--- config.mk ---
export PLATFORM = sky130hd
export DESIGN_NAME = acmc_top
export DESIGN_NICKNAME = d
export VERILOG_FILES = /design/src/acmc_pkg.sv /design/src/acmc_edge.sv /design/src/acmc_clk_det.sv /design/src/acmc_top.sv
export SDC_FILE = /design/constraint.sdc
export NUM_CORES = 1
export LEC_CHECK = 0
export ABC_AREA = 1
export BUFFER_PORTS_ARGS = -buffer_cell sky130_fd_sc_hd__clkbuf_2
export CORE_MARGIN = 2
export CORE_UTILIZATION = 31
export DETAILED_ROUTE_END_ITERATION = 12
export GPL_ROUTABILITY_DRIVEN = 0
export PLACE_DENSITY = 0.54
export SETUP_SLACK_MARGIN = 0.1
export SYNTH_ARGS = -nofsm -noshare
export SYNTH_HDL_FRONTEND = slang
export SYNTH_SLANG_ARGS = --single-unit
--- constraint.sdc ---
create_clock -name i_clk -period 3.2 [get_ports i_clk]
set_input_delay 0.64 -clock i_clk [delete_from_list [all_inputs] [get_ports i_clk]]
set_output_delay 0.64 -clock i_clk [all_outputs]
set_load 0.02 [all_outputs]
--- src/acmc_pkg.sv ---
// Constants and carrier types for the converter control block
package acmc_pkg;

   // Core clock
   localparam int CLK_NS      = 4;                // 250 MHz period
   // Conversion timing on the internal oscillator
   localparam int CONV_60_MS  = 133;              // 60 Hz notch
   localparam int CONV_50_MS  = 160;              // 50 Hz notch
   localparam int CONV_TICKS  = 20480;            // Osc periods per result
   localparam int OSC_DIV_60  = (CONV_60_MS * 1000000) /
                                (CLK_NS * CONV_TICKS);
   localparam int OSC_DIV_50  = (CONV_50_MS * 1000000) /
                                (CLK_NS * CONV_TICKS);
   localparam int DIV_W       = 11;
   localparam int CNT_W       = 15;
   // External conversion clock detection
   localparam int EXT_MIN_HZ  = 2560;
   localparam int EXT_TIMEOUT = 1000000000 / (EXT_MIN_HZ * CLK_NS);
   // Internal serial clock is the conversion clock divided by 8
   localparam int SCK_DIV     = 8;
   localparam logic [1:0] SCK_HALF_LAST = 2'((SCK_DIV / 2) - 1);
   // Output word
   localparam int WORD_BITS   = 32;
   localparam logic [4:0] LAST_BIT = 5'(WORD_BITS - 1);
   // Filter value in sub-LSB units, full scale is 2^28
   localparam int VAL_W = 30;
   localparam logic signed [VAL_W-1:0] FULL_SCALE = 30'sh1000_0000;
   localparam logic signed [VAL_W-1:0] CLAMP_HI   = 30'sh11ff_ffff;
   localparam logic signed [VAL_W-1:0] CLAMP_LO   = 30'sh3e00_0000;

   typedef enum logic [1:0] {
      ACMC_CONVERT = 2'b00,
      ACMC_SLEEP   = 2'b01,
      ACMC_DATA    = 2'b10
   } acmc_state_t;

   // Output word, first bit sent is eoc
   typedef struct packed {
      logic        eoc;
      logic        dummy_bit;
      logic        sign_flag;
      logic        range_exceeded_flag;
      logic [23:0] result;
      logic [3:0]  sub_lsb;
   } acmc_word_t;

   // Multiplexer setting
   typedef struct packed {
      logic       enable;
      logic [2:0] code;
   } acmc_chan_t;

   // Serial pins from the host
   typedef struct packed {
      logic converter_select_n;
      logic channel_select_n;
      logic sck;
      logic mux_clk;
      logic din;
   } acmc_serial_in_t;

endpackage : acmc_pkg

--- src/acmc_edge.sv ---
// Edge detector for one synchronous input
`timescale 1ns/1ps
module acmc_edge #(
   parameter logic RST = 1'b0
) (
   input  wire logic i_clk,
   input  wire logic i_reset_n,
   input  wire logic i_d,
   output logic      o_rise,
   output logic      o_fall
);

   typedef struct packed {
      logic prev;
   } acmc_edge_st_t;

   acmc_edge_st_t q;
   acmc_edge_st_t d;

   // Next state
   always_comb begin
      d      = q;
      d.prev = i_d;
   end

   // State register
   always_ff @(posedge i_clk or negedge i_reset_n) begin
      if (!i_reset_n) begin
         q.prev <= RST;
      end else begin
         q <= d;
      end
   end

   assign o_rise = i_d & ~q.prev;
   assign o_fall = ~i_d & q.prev;

endmodule : acmc_edge

--- src/acmc_clk_det.sv ---
// Detector for a running clock on the rejection select pin
`timescale 1ns/1ps
module acmc_clk_det #(
   parameter int TIMEOUT = acmc_pkg::EXT_TIMEOUT
) (
   input  wire logic i_clk,
   input  wire logic i_reset_n,
   input  wire logic i_rise,
   output logic      o_present
);

   localparam int W = $clog2(TIMEOUT + 1);

   typedef struct packed {
      logic [W-1:0] cnt;
      logic         seen;
      logic         present;
   } acmc_det_st_t;

   acmc_det_st_t q;
   acmc_det_st_t d;

   // Two rising edges within the timeout mean a clock is there
   always_comb begin
      d = q;
      if (i_rise) begin
         d.present = q.seen;
         d.seen    = 1'b1;
         d.cnt     = '0;
      end else if (q.cnt == W'(TIMEOUT)) begin
         d.present = 1'b0;
         d.seen    = 1'b0;
      end else begin
         d.cnt = q.cnt + 1'b1;
      end
   end

   // State register
   always_ff @(posedge i_clk or negedge i_reset_n) begin
      if (!i_reset_n) begin
         q <= '0;
      end else begin
         q <= d;
      end
   end

   assign o_present = q.present;

endmodule : acmc_clk_det

--- src/acmc_top.sv ---
// Channel, conversion timing and output word control of the converter
//
// Functional notes
// - Channel bits sampled on mux clock rise
// - Enable bit then three-bit channel code
// - New channel drives output after select falls
// - Sleep while programming, convert after read
// - Word: eoc, dummy, sign, range, result, sub
// - Sign high positive; negatives count down
// - Four sub-LSBs carry valid extra data
// - Low pin selects 60 Hz, high 50 Hz
// - Rejection change spoils only current conversion
// - Detect external clock, stop internal oscillator
// - External notch at clock over 2560
// - No external clock restarts internal oscillator
// - Clock source change spoils only conversion
// - Conversion lasts 20480 oscillator periods
// - Sleep until select low and clock rise
// - Internal serial clock: at most 32 cycles
// - Eoc high converting, low when done
// - Range flag set outside zero to reference
// - Results clamped at nine and minus eighths
`timescale 1ns/1ps
module acmc_top #(
   parameter int CONV_TICKS  = acmc_pkg::CONV_TICKS,
   parameter int EXT_TIMEOUT = acmc_pkg::EXT_TIMEOUT
) (
   input  wire logic                                i_clk,
   input  wire logic                                i_reset_n,
   input  wire acmc_pkg::acmc_serial_in_t           i_serial,
   input  wire logic                                i_rejection_select_pin,
   input  wire logic signed [acmc_pkg::VAL_W-1:0]   i_conv_value,
   output logic                                     o_sdo,
   output logic                                     o_sdo_oe,
   output logic                                     o_sck,
   output logic                                     o_sck_oe,
   output acmc_pkg::acmc_chan_t                     o_channel,
   output logic                                     o_conv_start,
   output logic                                     o_ext_clock,
   output logic                                     o_int_sck_mode
);

   typedef struct packed {
      acmc_pkg::acmc_state_t              state;
      logic [acmc_pkg::DIV_W-1:0]         div;
      logic [acmc_pkg::CNT_W-1:0]         conv_cnt;
      logic [4:0]                         bit_cnt;
      acmc_pkg::acmc_word_t               word;
      acmc_pkg::acmc_chan_t               chan_sr;
      acmc_pkg::acmc_chan_t               chan;
      logic                               int_sck;
      logic                               mode_ok;
      logic                               gen_sck;
      logic [1:0]                         gen_cnt;
      logic                               sdo;
      logic                               sdo_oe;
      logic                               sck_oe;
      logic                               conv_start;
   } acmc_top_st_t;

   acmc_top_st_t q;
   acmc_top_st_t n;

   logic                       cs_rise;
   logic                       cs_fall;
   logic                       chsel_fall;
   logic                       mux_rise;
   logic                       f0_rise;
   logic                       sck_now;
   logic                       sck_rise;
   logic                       sck_fall;
   logic                       ext_present;
   logic                       int_tick;
   logic                       conv_tick;
   logic                       start;
   logic [acmc_pkg::DIV_W-1:0] div_top;

   // Filter value to output word, with clamping and flags
   function automatic acmc_pkg::acmc_word_t fmt(
      input logic signed [acmc_pkg::VAL_W-1:0] val);
      acmc_pkg::acmc_word_t              w;
      logic signed [acmc_pkg::VAL_W-1:0] v;
      v = val;
      if (v > acmc_pkg::CLAMP_HI) begin
         v = acmc_pkg::CLAMP_HI;
      end else if (v < acmc_pkg::CLAMP_LO) begin
         v = acmc_pkg::CLAMP_LO;
      end
      w.eoc                 = 1'b0;
      w.dummy_bit           = 1'b0;
      w.sign_flag           = ~v[acmc_pkg::VAL_W-1];
      w.range_exceeded_flag = v[acmc_pkg::VAL_W-1] |
                              (v >= acmc_pkg::FULL_SCALE);
      {w.result, w.sub_lsb} = v[27:0];
      return w;
   endfunction : fmt

   // Edge detectors on the host pins and on the shifter serial clock
   acmc_edge #(.RST(1'b1)) u_cs_edge (
      .i_clk     (i_clk),
      .i_reset_n (i_reset_n),
      .i_d       (i_serial.converter_select_n),
      .o_rise    (cs_rise),
      .o_fall    (cs_fall)
   );

   acmc_edge #(.RST(1'b1)) u_chsel_edge (
      .i_clk     (i_clk),
      .i_reset_n (i_reset_n),
      .i_d       (i_serial.channel_select_n),
      .o_rise    (),
      .o_fall    (chsel_fall)
   );

   acmc_edge #(.RST(1'b0)) u_mux_edge (
      .i_clk     (i_clk),
      .i_reset_n (i_reset_n),
      .i_d       (i_serial.mux_clk),
      .o_rise    (mux_rise),
      .o_fall    ()
   );

   acmc_edge #(.RST(1'b0)) u_f0_edge (
      .i_clk     (i_clk),
      .i_reset_n (i_reset_n),
      .i_d       (i_rejection_select_pin),
      .o_rise    (f0_rise),
      .o_fall    ()
   );

   acmc_edge #(.RST(1'b0)) u_sck_edge (
      .i_clk     (i_clk),
      .i_reset_n (i_reset_n),
      .i_d       (sck_now),
      .o_rise    (sck_rise),
      .o_fall    (sck_fall)
   );

   // External conversion clock presence
   acmc_clk_det #(.TIMEOUT(EXT_TIMEOUT)) u_clk_det (
      .i_clk     (i_clk),
      .i_reset_n (i_reset_n),
      .i_rise    (f0_rise),
      .o_present (ext_present)
   );

   // Serial clock seen by the output shifter
   assign sck_now = q.int_sck ? q.gen_sck : i_serial.sck;

   // Next state
   always_comb begin
      n            = q;
      n.conv_start = 1'b0;
      int_tick     = 1'b0;
      start        = 1'b0;
      // Internal oscillator, off while an external clock runs
      div_top = i_rejection_select_pin ?
                acmc_pkg::DIV_W'(acmc_pkg::OSC_DIV_50 - 1) :
                acmc_pkg::DIV_W'(acmc_pkg::OSC_DIV_60 - 1);
      if (ext_present) begin
         n.div = '0;
      end else if (q.div >= div_top) begin
         n.div    = '0;
         int_tick = 1'b1;
      end else begin
         n.div = q.div + 1'b1;
      end
      // A source or notch change only changes the tick rate of the running count
      conv_tick = ext_present ? f0_rise : int_tick;

      // Serial clock mode taken after reset and at each select fall
      if (!q.mode_ok || cs_fall) begin
         n.int_sck = i_serial.sck;
         n.mode_ok = 1'b1;
      end

      // Internal serial clock, conversion clock over 8
      if (!q.int_sck || i_serial.converter_select_n ||
          q.state == acmc_pkg::ACMC_CONVERT) begin
         n.gen_sck = 1'b0;
         n.gen_cnt = '0;
      end else if (conv_tick) begin
         n.gen_cnt = q.gen_cnt + 1'b1;
         if (q.gen_cnt == acmc_pkg::SCK_HALF_LAST) begin
            n.gen_cnt = '0;
            n.gen_sck = ~q.gen_sck;
         end
      end

      // Channel word shifted in while the mux select is high
      if (i_serial.channel_select_n && mux_rise) begin
         n.chan_sr = acmc_pkg::acmc_chan_t'(
                     {q.chan_sr[2:0], i_serial.din});
      end
      // Setting takes effect on the select falling edge
      if (chsel_fall) begin
         n.chan = q.chan_sr;
      end

      // Converter state machine
      unique case (q.state)
         acmc_pkg::ACMC_CONVERT: begin
            if (conv_tick) begin
               if (q.conv_cnt ==
                   acmc_pkg::CNT_W'(CONV_TICKS - 1)) begin
                  n.state = acmc_pkg::ACMC_SLEEP;
                  n.word  = fmt(i_conv_value);
               end else begin
                  n.conv_cnt = q.conv_cnt + 1'b1;
               end
            end
         end
         acmc_pkg::ACMC_SLEEP: begin
            // Held here while selected high; mux may be programmed
            if (!i_serial.converter_select_n && sck_rise) begin
               n.state   = acmc_pkg::ACMC_DATA;
               n.bit_cnt = '0;
            end
         end
         acmc_pkg::ACMC_DATA: begin
            if (cs_rise) begin
               start = 1'b1;
            end else if (sck_fall) begin
               if (q.bit_cnt == acmc_pkg::LAST_BIT) begin
                  start = 1'b1;
               end else begin
                  n.word = acmc_pkg::acmc_word_t'(
                           {q.word[30:0], 1'b0});
                  n.bit_cnt = q.bit_cnt + 1'b1;
               end
            end
         end
         default: begin
            n.state = acmc_pkg::ACMC_CONVERT;
         end
      endcase

      // New conversion on the newly selected channel
      if (start) begin
         n.state      = acmc_pkg::ACMC_CONVERT;
         n.conv_cnt   = '0;
         n.conv_start = 1'b1;
      end

      // Output pins follow the next state
      n.sdo_oe = ~i_serial.converter_select_n;
      n.sdo    = (n.state == acmc_pkg::ACMC_CONVERT) ? 1'b1 :
                 n.word[31];
      n.sck_oe = n.int_sck & ~i_serial.converter_select_n;
   end

   // State register
   always_ff @(posedge i_clk or negedge i_reset_n) begin
      if (!i_reset_n) begin
         q       <= '0;
         q.state <= acmc_pkg::ACMC_CONVERT;
         q.sdo   <= 1'b1;
      end else begin
         q <= n;
      end
   end

   // Outputs straight from flops
   assign o_sdo          = q.sdo;
   assign o_sdo_oe       = q.sdo_oe;
   assign o_sck          = q.gen_sck;
   assign o_sck_oe       = q.sck_oe;
   assign o_channel      = q.chan;
   assign o_conv_start   = q.conv_start;
   assign o_ext_clock    = ext_present;
   assign o_int_sck_mode = q.int_sck;
endmodule : acmc_top

---- Word level (Yosys, flattened, before mapping) ----
Index checks and enable logic that the tools add are counted.
cells by class
  add/subtract/negate cells ............... 5
  magnitude comparators ................... 4
  equality and inequality tests ........... 14
  mux-type cells .......................... 41
  bitwise gates (word level) .............. 18
  reduce and logical (&&, ||, !) cells .... 21
operator list
  kind                                                       number
  two-way mux 30 bit                                         5
  two-way mux 37 bit                                         3
  two-way mux 32 bit                                         2
  case mux 32 bit (2 select lines)                           1
  two-way mux 15 bit                                         4
  greater-or-equal comparator 30 bit, second input constant  1
  > comparator 30 bit, second input constant                 1
  < comparator 30 x 26 -> 1 bit, second input constant       1
  two-way mux 11 bit                                         2
  two-way mux 19 bit                                         1
  adder 17 x 1 -> 17 bit, second input constant              1
  equality test 17 bit, second input constant                1
  two-way mux 17 bit                                         1
  adder 15 x 1 -> 15 bit, second input constant              1
  equality test 15 bit, second input constant                1
  != test 2 bit, second input constant                       7
  nonzero test 2 bit                                         7
  two-way mux 2 bit                                          6
  adder 11 x 1 -> 11 bit, second input constant              1
  greater-or-equal comparator 11 bit                         1
  case mux 5 bit (2 select lines)                            1
  two-way mux 1 bit                                          9
  two-way mux 3 bit                                          3
  two-way mux 9 bit                                          1
  other kinds (19)                                           41
storage, ports and cells
  register bits after elaboration ......... 106
  input port bits ......................... 38
  output and inout bits ................... 11
  logic and storage cells ................. 133

---- Depth between registers and ports, before layout ----
  depth after elaboration ................. 12
  depth in mapped cells ................... 14

---- By module ----
A second synthesis with hierarchy kept.
second synthesis, totals
  cell total of the unflattened synthesis .. 798
  area total of the unflattened synthesis .. 6032.0 um2
by module, submodules not included
  module                        times used  cells an instance  area each (um2)  seq. area each (um2)
  acmc_top                      1           621                4744.6           2053.2
  acmc_clk_det                  1           152                1084.8           475.5
  acmc_edge (u_f0_edge ...)     3           5                  40.0             25.0
  acmc_edge (u_chsel_edge ...)  2           5                  41.3             26.3

---- Worst setup path after synthesis ----
No wires, ideal clock.
  kind .................................... input to register
  start point ............................. in i_rejection_select_pin
  end point ............................... reg q[20] in the netlist's numbering
  setup time .............................. 121 ps
  arrival time ............................ 1974 ps
  setup slack ............................. 1105 ps
  stages on the path ...................... 12
  path buffers ............................ 2
  cells stage by stage .................... inv_1 > ha_1 > nand2_1 > nand2_1 > a21oi_1 > nand2_2 > nor2_4 > nor2_4 > buf_6 > buf_4 > nand3_1 > nand3_2
on the way
  cells in the longest elaborated chain, start to end .. 6
ends and longest elaborated chain
  element                             line             RTL
  start, declared                     acmc_top.sv:31   input wire logic i_rejection_select_pin,
  two-way mux 9 bit                   acmc_top.sv:157  div_top = i_rejection_select_pin ?
  greater-or-equal comparator 11 bit  acmc_top.sv:162  end else if (q.div >= div_top) begin
  two-way mux 1 bit                   acmc_top.sv:162
  two-way mux 1 bit *                 acmc_top.sv:169  conv_tick = ext_present ? f0_rise : int_tick;
  != test 2 bit (no line) *           -
  AND reduction 6 bit (no line) *     -
  end signal, assigned                acmc_top.sv:259  q <= n;
  end, declared                       acmc_top.sv:61   acmc_top_st_t q;
Every way passes the cells marked *; elsewhere a longest branch is shown, timed or not.
A chain may end at the register's enable or synchronous reset.

==> impl_metrics.csv <==
group,metric,value,unit
worst_setup_path,arrival,2650,ps
timing,timing.final.ws_setup,795,ps
yosys,synth_nets,784,
layout,area_delta_synth_final,12.6,%
layout,top_register,"q",
pwr,power_density,472,nW/um^2
worst_setup_path,crit_fanout,35,
routing,highest_layer,"met4",
layout,antenna_cells,0,
yosys,ys_seq_elements,106,
layout,layout_common_cells,"nand2_1 (151), dfrtp_1 (103), nand3_1 (78)",
global_routing,grt_max_degree,56,
timing,clock_skew,12.6,ps
routing,routedLengthMet1,6580,um
worst_hold_path,hold_class,"in2async",
placed_design,numPortBuffers,48,
timing,post-route-period-util,75.2,%
routing,firstDrtPassIters,4,
floorplanning,die_h,145,um
pwr,p_total,0.00326,W
routing,drt-vias-per-instance,4.67,
clocking,holdBufCountCts,0,
timing,slew_violations,0,
placed_design,hpwlAfterDp,8910,um
worst_setup_path,endpoint_kind,"flip-flop",
clocking,cts_buffers,9,
pwr,max-vdd-ir-drop,0.237,mV
yosys,yosysWarnings,0,
floorplanning,die_area,20900,um^2
clocking,post_cts_buffers,0,
routing,drtAntennaViolNets,0,
routing,post_drt_wl_per_cell,12.5,um
pwr,p_seq_share,47.6,%
worst_setup_path,reg2regPathDepth,8,
clocking,clockBufferDepth,2,
floorplanning,die_x,145,um
pwr,leakage,3.44,nW
yosys,async_reset_ff_share,100,%
yosys,ys_types,42,
clocking,path_clk_slew,70,ps
worst_setup_path,path_class,"reg2reg",
clocking,clockRootBuffer,"clkbuf_16",
floorplanning,start_util,31.6,%
timing,maxSlewHeadroom,30.4,%
global_routing,grt_antenna_before_repair,0,
routing,vias,4845,
floorplanning,coreArea,19400,um^2
timing,setup_viol,0,
placed_design,preCtsSetupSlack,424,ps
layout,final_nets,821,
timing,setup_tns,0,ps
clocking,cts_tree,"built",
floorplanning,pin_count,49,
timing,hold_viol,0,
global_routing,grt_use_total,13.4,%
layout,layout_commonest_cell,"nand2_1",
worst_setup_path,worstReg2RegEnd,"q[48]$_DFF_PN0_",
flow_run,max_cap_violations,0,
pwr,p_sw,0.00106,W
worst_setup_path,r2r_slack,800,ps
global_routing,gr-total-overflow,0,
layout,nFillCells,2052,
layout,largest_reg_flops,72,
clocking,cts.sinks,106,
global_routing,first_global_vias,4642,
global_routing,grt_pass1_wl,22500,um
yosys,synth_area_per_cell,8.38,um^2
routing,drt_iter0_drc,218,
timing,tightest_slew,1040,ps
timing,clock.fmax,416,MHz
yosys,synth_cells,731,
clocking,h-tree-depth,3,
timing,grt_setup_unrepaired,"false",
pwr,p_int,0.00220,W
yosys,synth_area,6120,um^2
floorplanning,fp-row-count,51,
clocking,worstSkewPairLatency,360,ps
yosys,seq_area_frac_synth,43.4,%
pwr,switching_share,32.6,%
clocking,cts_resized,0,
routing,drt_wl_total,13000,um
timing,period_needed,2400,ps
outcome,run_status,"complete, no violations",
layout,drive_gt1_share,21.5,%
worst_setup_path,crit_path_start_kind,"flip-flop",
routing,dr_wl_met2,5770,um
routing,drc,0,
worst_setup_path,r2r_start,"q[54]$_DFFE_PN0P_",
pwr,clkPwrFrac,34.1,%
pwr,combinationalPowerShare,18.2,%
yosys,synth_edf_count,0,
worst_setup_path,cp.required,3440,ps
routing,dr_wl_met3,476,um
yosys,synth_ff_type,"dfrtp_1",
-- power by group through the flow --
stage | clock, W | combinational [W] | sequential, W
final | 0.00111 | 0.000594 | 0.00155
after global routing | 0.00120 | 0.000694 | 0.00157
after CTS | 0.00115 | 0.000608 | 0.00155
after detailed placement | 0 | 0.000606 | 0.00158
after global placement | 0 | 0.000602 | 0.00157
after floorplan | 0 | 0.000433 | 0.00156
-- worst max-delay path: stages (launching register included) --
cell	delay, ps
dfrtp_1	440
ha_1	280
nand3_1	140
nor2_4	170
nand3_4	150
nor2_8	260
nand3_4	510
nand3_1	270
nand2_1	70
-- cell type report --
| class | instances | area [um^2] | area share [%] |
|---|---|---|---|
| multi-input cells | 518 | 2990 | 43.4 |
| clock inverters | 7 | 70.1 | 1.02 |
| clock buffers | 9 | 225 | 3.27 |
| flip-flops and latches | 106 | 2660 | 38.5 |
| inverters | 75 | 282 | 4.08 |
| repair buffers | 58 | 343 | 4.97 |
| well taps | 265 | 332 | 4.81 |
-- layer usage --
| layer | vias up | global-route usage [%] |
|---|---|---|
| met5 | - | 0 |
| met4 | 0 | 3.53 |
| met3 | 12 | 2.78 |
| met2 | 80 | 20.9 |
| met1 | 2275 | 18.8 |
| li1 | 2478 | - |
-- stage by stage --
step / std cells / hold slack, ps / instance area (um^2) / util (%)
5_1_grt: 1038 / 255 / 6900 / 35.6
4_1_cts: 1038 / 236 / 6900 / 35.6
3_5_place_dp: 1022 / 473 / 6600 / 34.0
6_report: 1038 / 223 / 6900 / 35.6
3_3_place_gp: 1022 / 466 / 6600 / 34.0
2_1_floorplan: 731 / 344 / 6120 / -
-- cells in the mapped netlist (2+ instances only) --
library cell  instances  area, um^2
a21oi_1              28         140
a31oi_1               2        12.5
buf_2                12        60.1
buf_4                 8        60.1
buf_6                 4        45.0
clkbuf_1              8        30.0
dfrtp_1             103        2580
dfstp_2               3        78.8
ha_1                 15         188
inv_1                68         255
inv_2                 7        26.3
nand2_1             151         567
nand2_2               5        31.3
nand3_1              78         390
nand3_2              57         571
nand3_4               2        35.0
nand4_1              21         131
nor2_1               69         259
nor2_2                2        12.5
nor2_4                5        56.3
nor3_1               11        55.1
nor3_4                3        48.8
nor3b_1               2        15.0
o21ai_0              30         150
o21ai_1               3        15.0
o21ai_2               2        17.5
xnor2_1               7        61.3
xor2_1               11        96.3
-- worst max-delay path by stage --
stage / start / endpoint / slack [ps] / cells past startpoint
floorplan: i_rejection_select_pin / q[20]$_DFFE_PN0P_ / 1100 / 12
global placement: i_rejection_select_pin / q[17]$_DFFE_PN0P_ / 470 / 12
detailed placement: i_rejection_select_pin / q[48]$_DFF_PN0_ / 420 / 12
CTS: q[54]$_DFFE_PN0P_ / q[48]$_DFF_PN0_ / 760 / 8
global route: q[54]$_DFFE_PN0P_ / q[48]$_DFF_PN0_ / 580 / 8
finish: q[54]$_DFFE_PN0P_ / q[48]$_DFF_PN0_ / 800 / 8
-- cell families after synthesis --
group,count (synthesis),share of synthesized area (%)
fa+ha+maj,15,3.06
xor+xnor,18,2.57
simple gates,413,36.8
other cells,1,0.0612
buf+inv,107,7.79
flops,106,43.4
compound gates,70,6.13
mux,1,0.184
No activity file was read; power rests on OpenSTA's default activity.
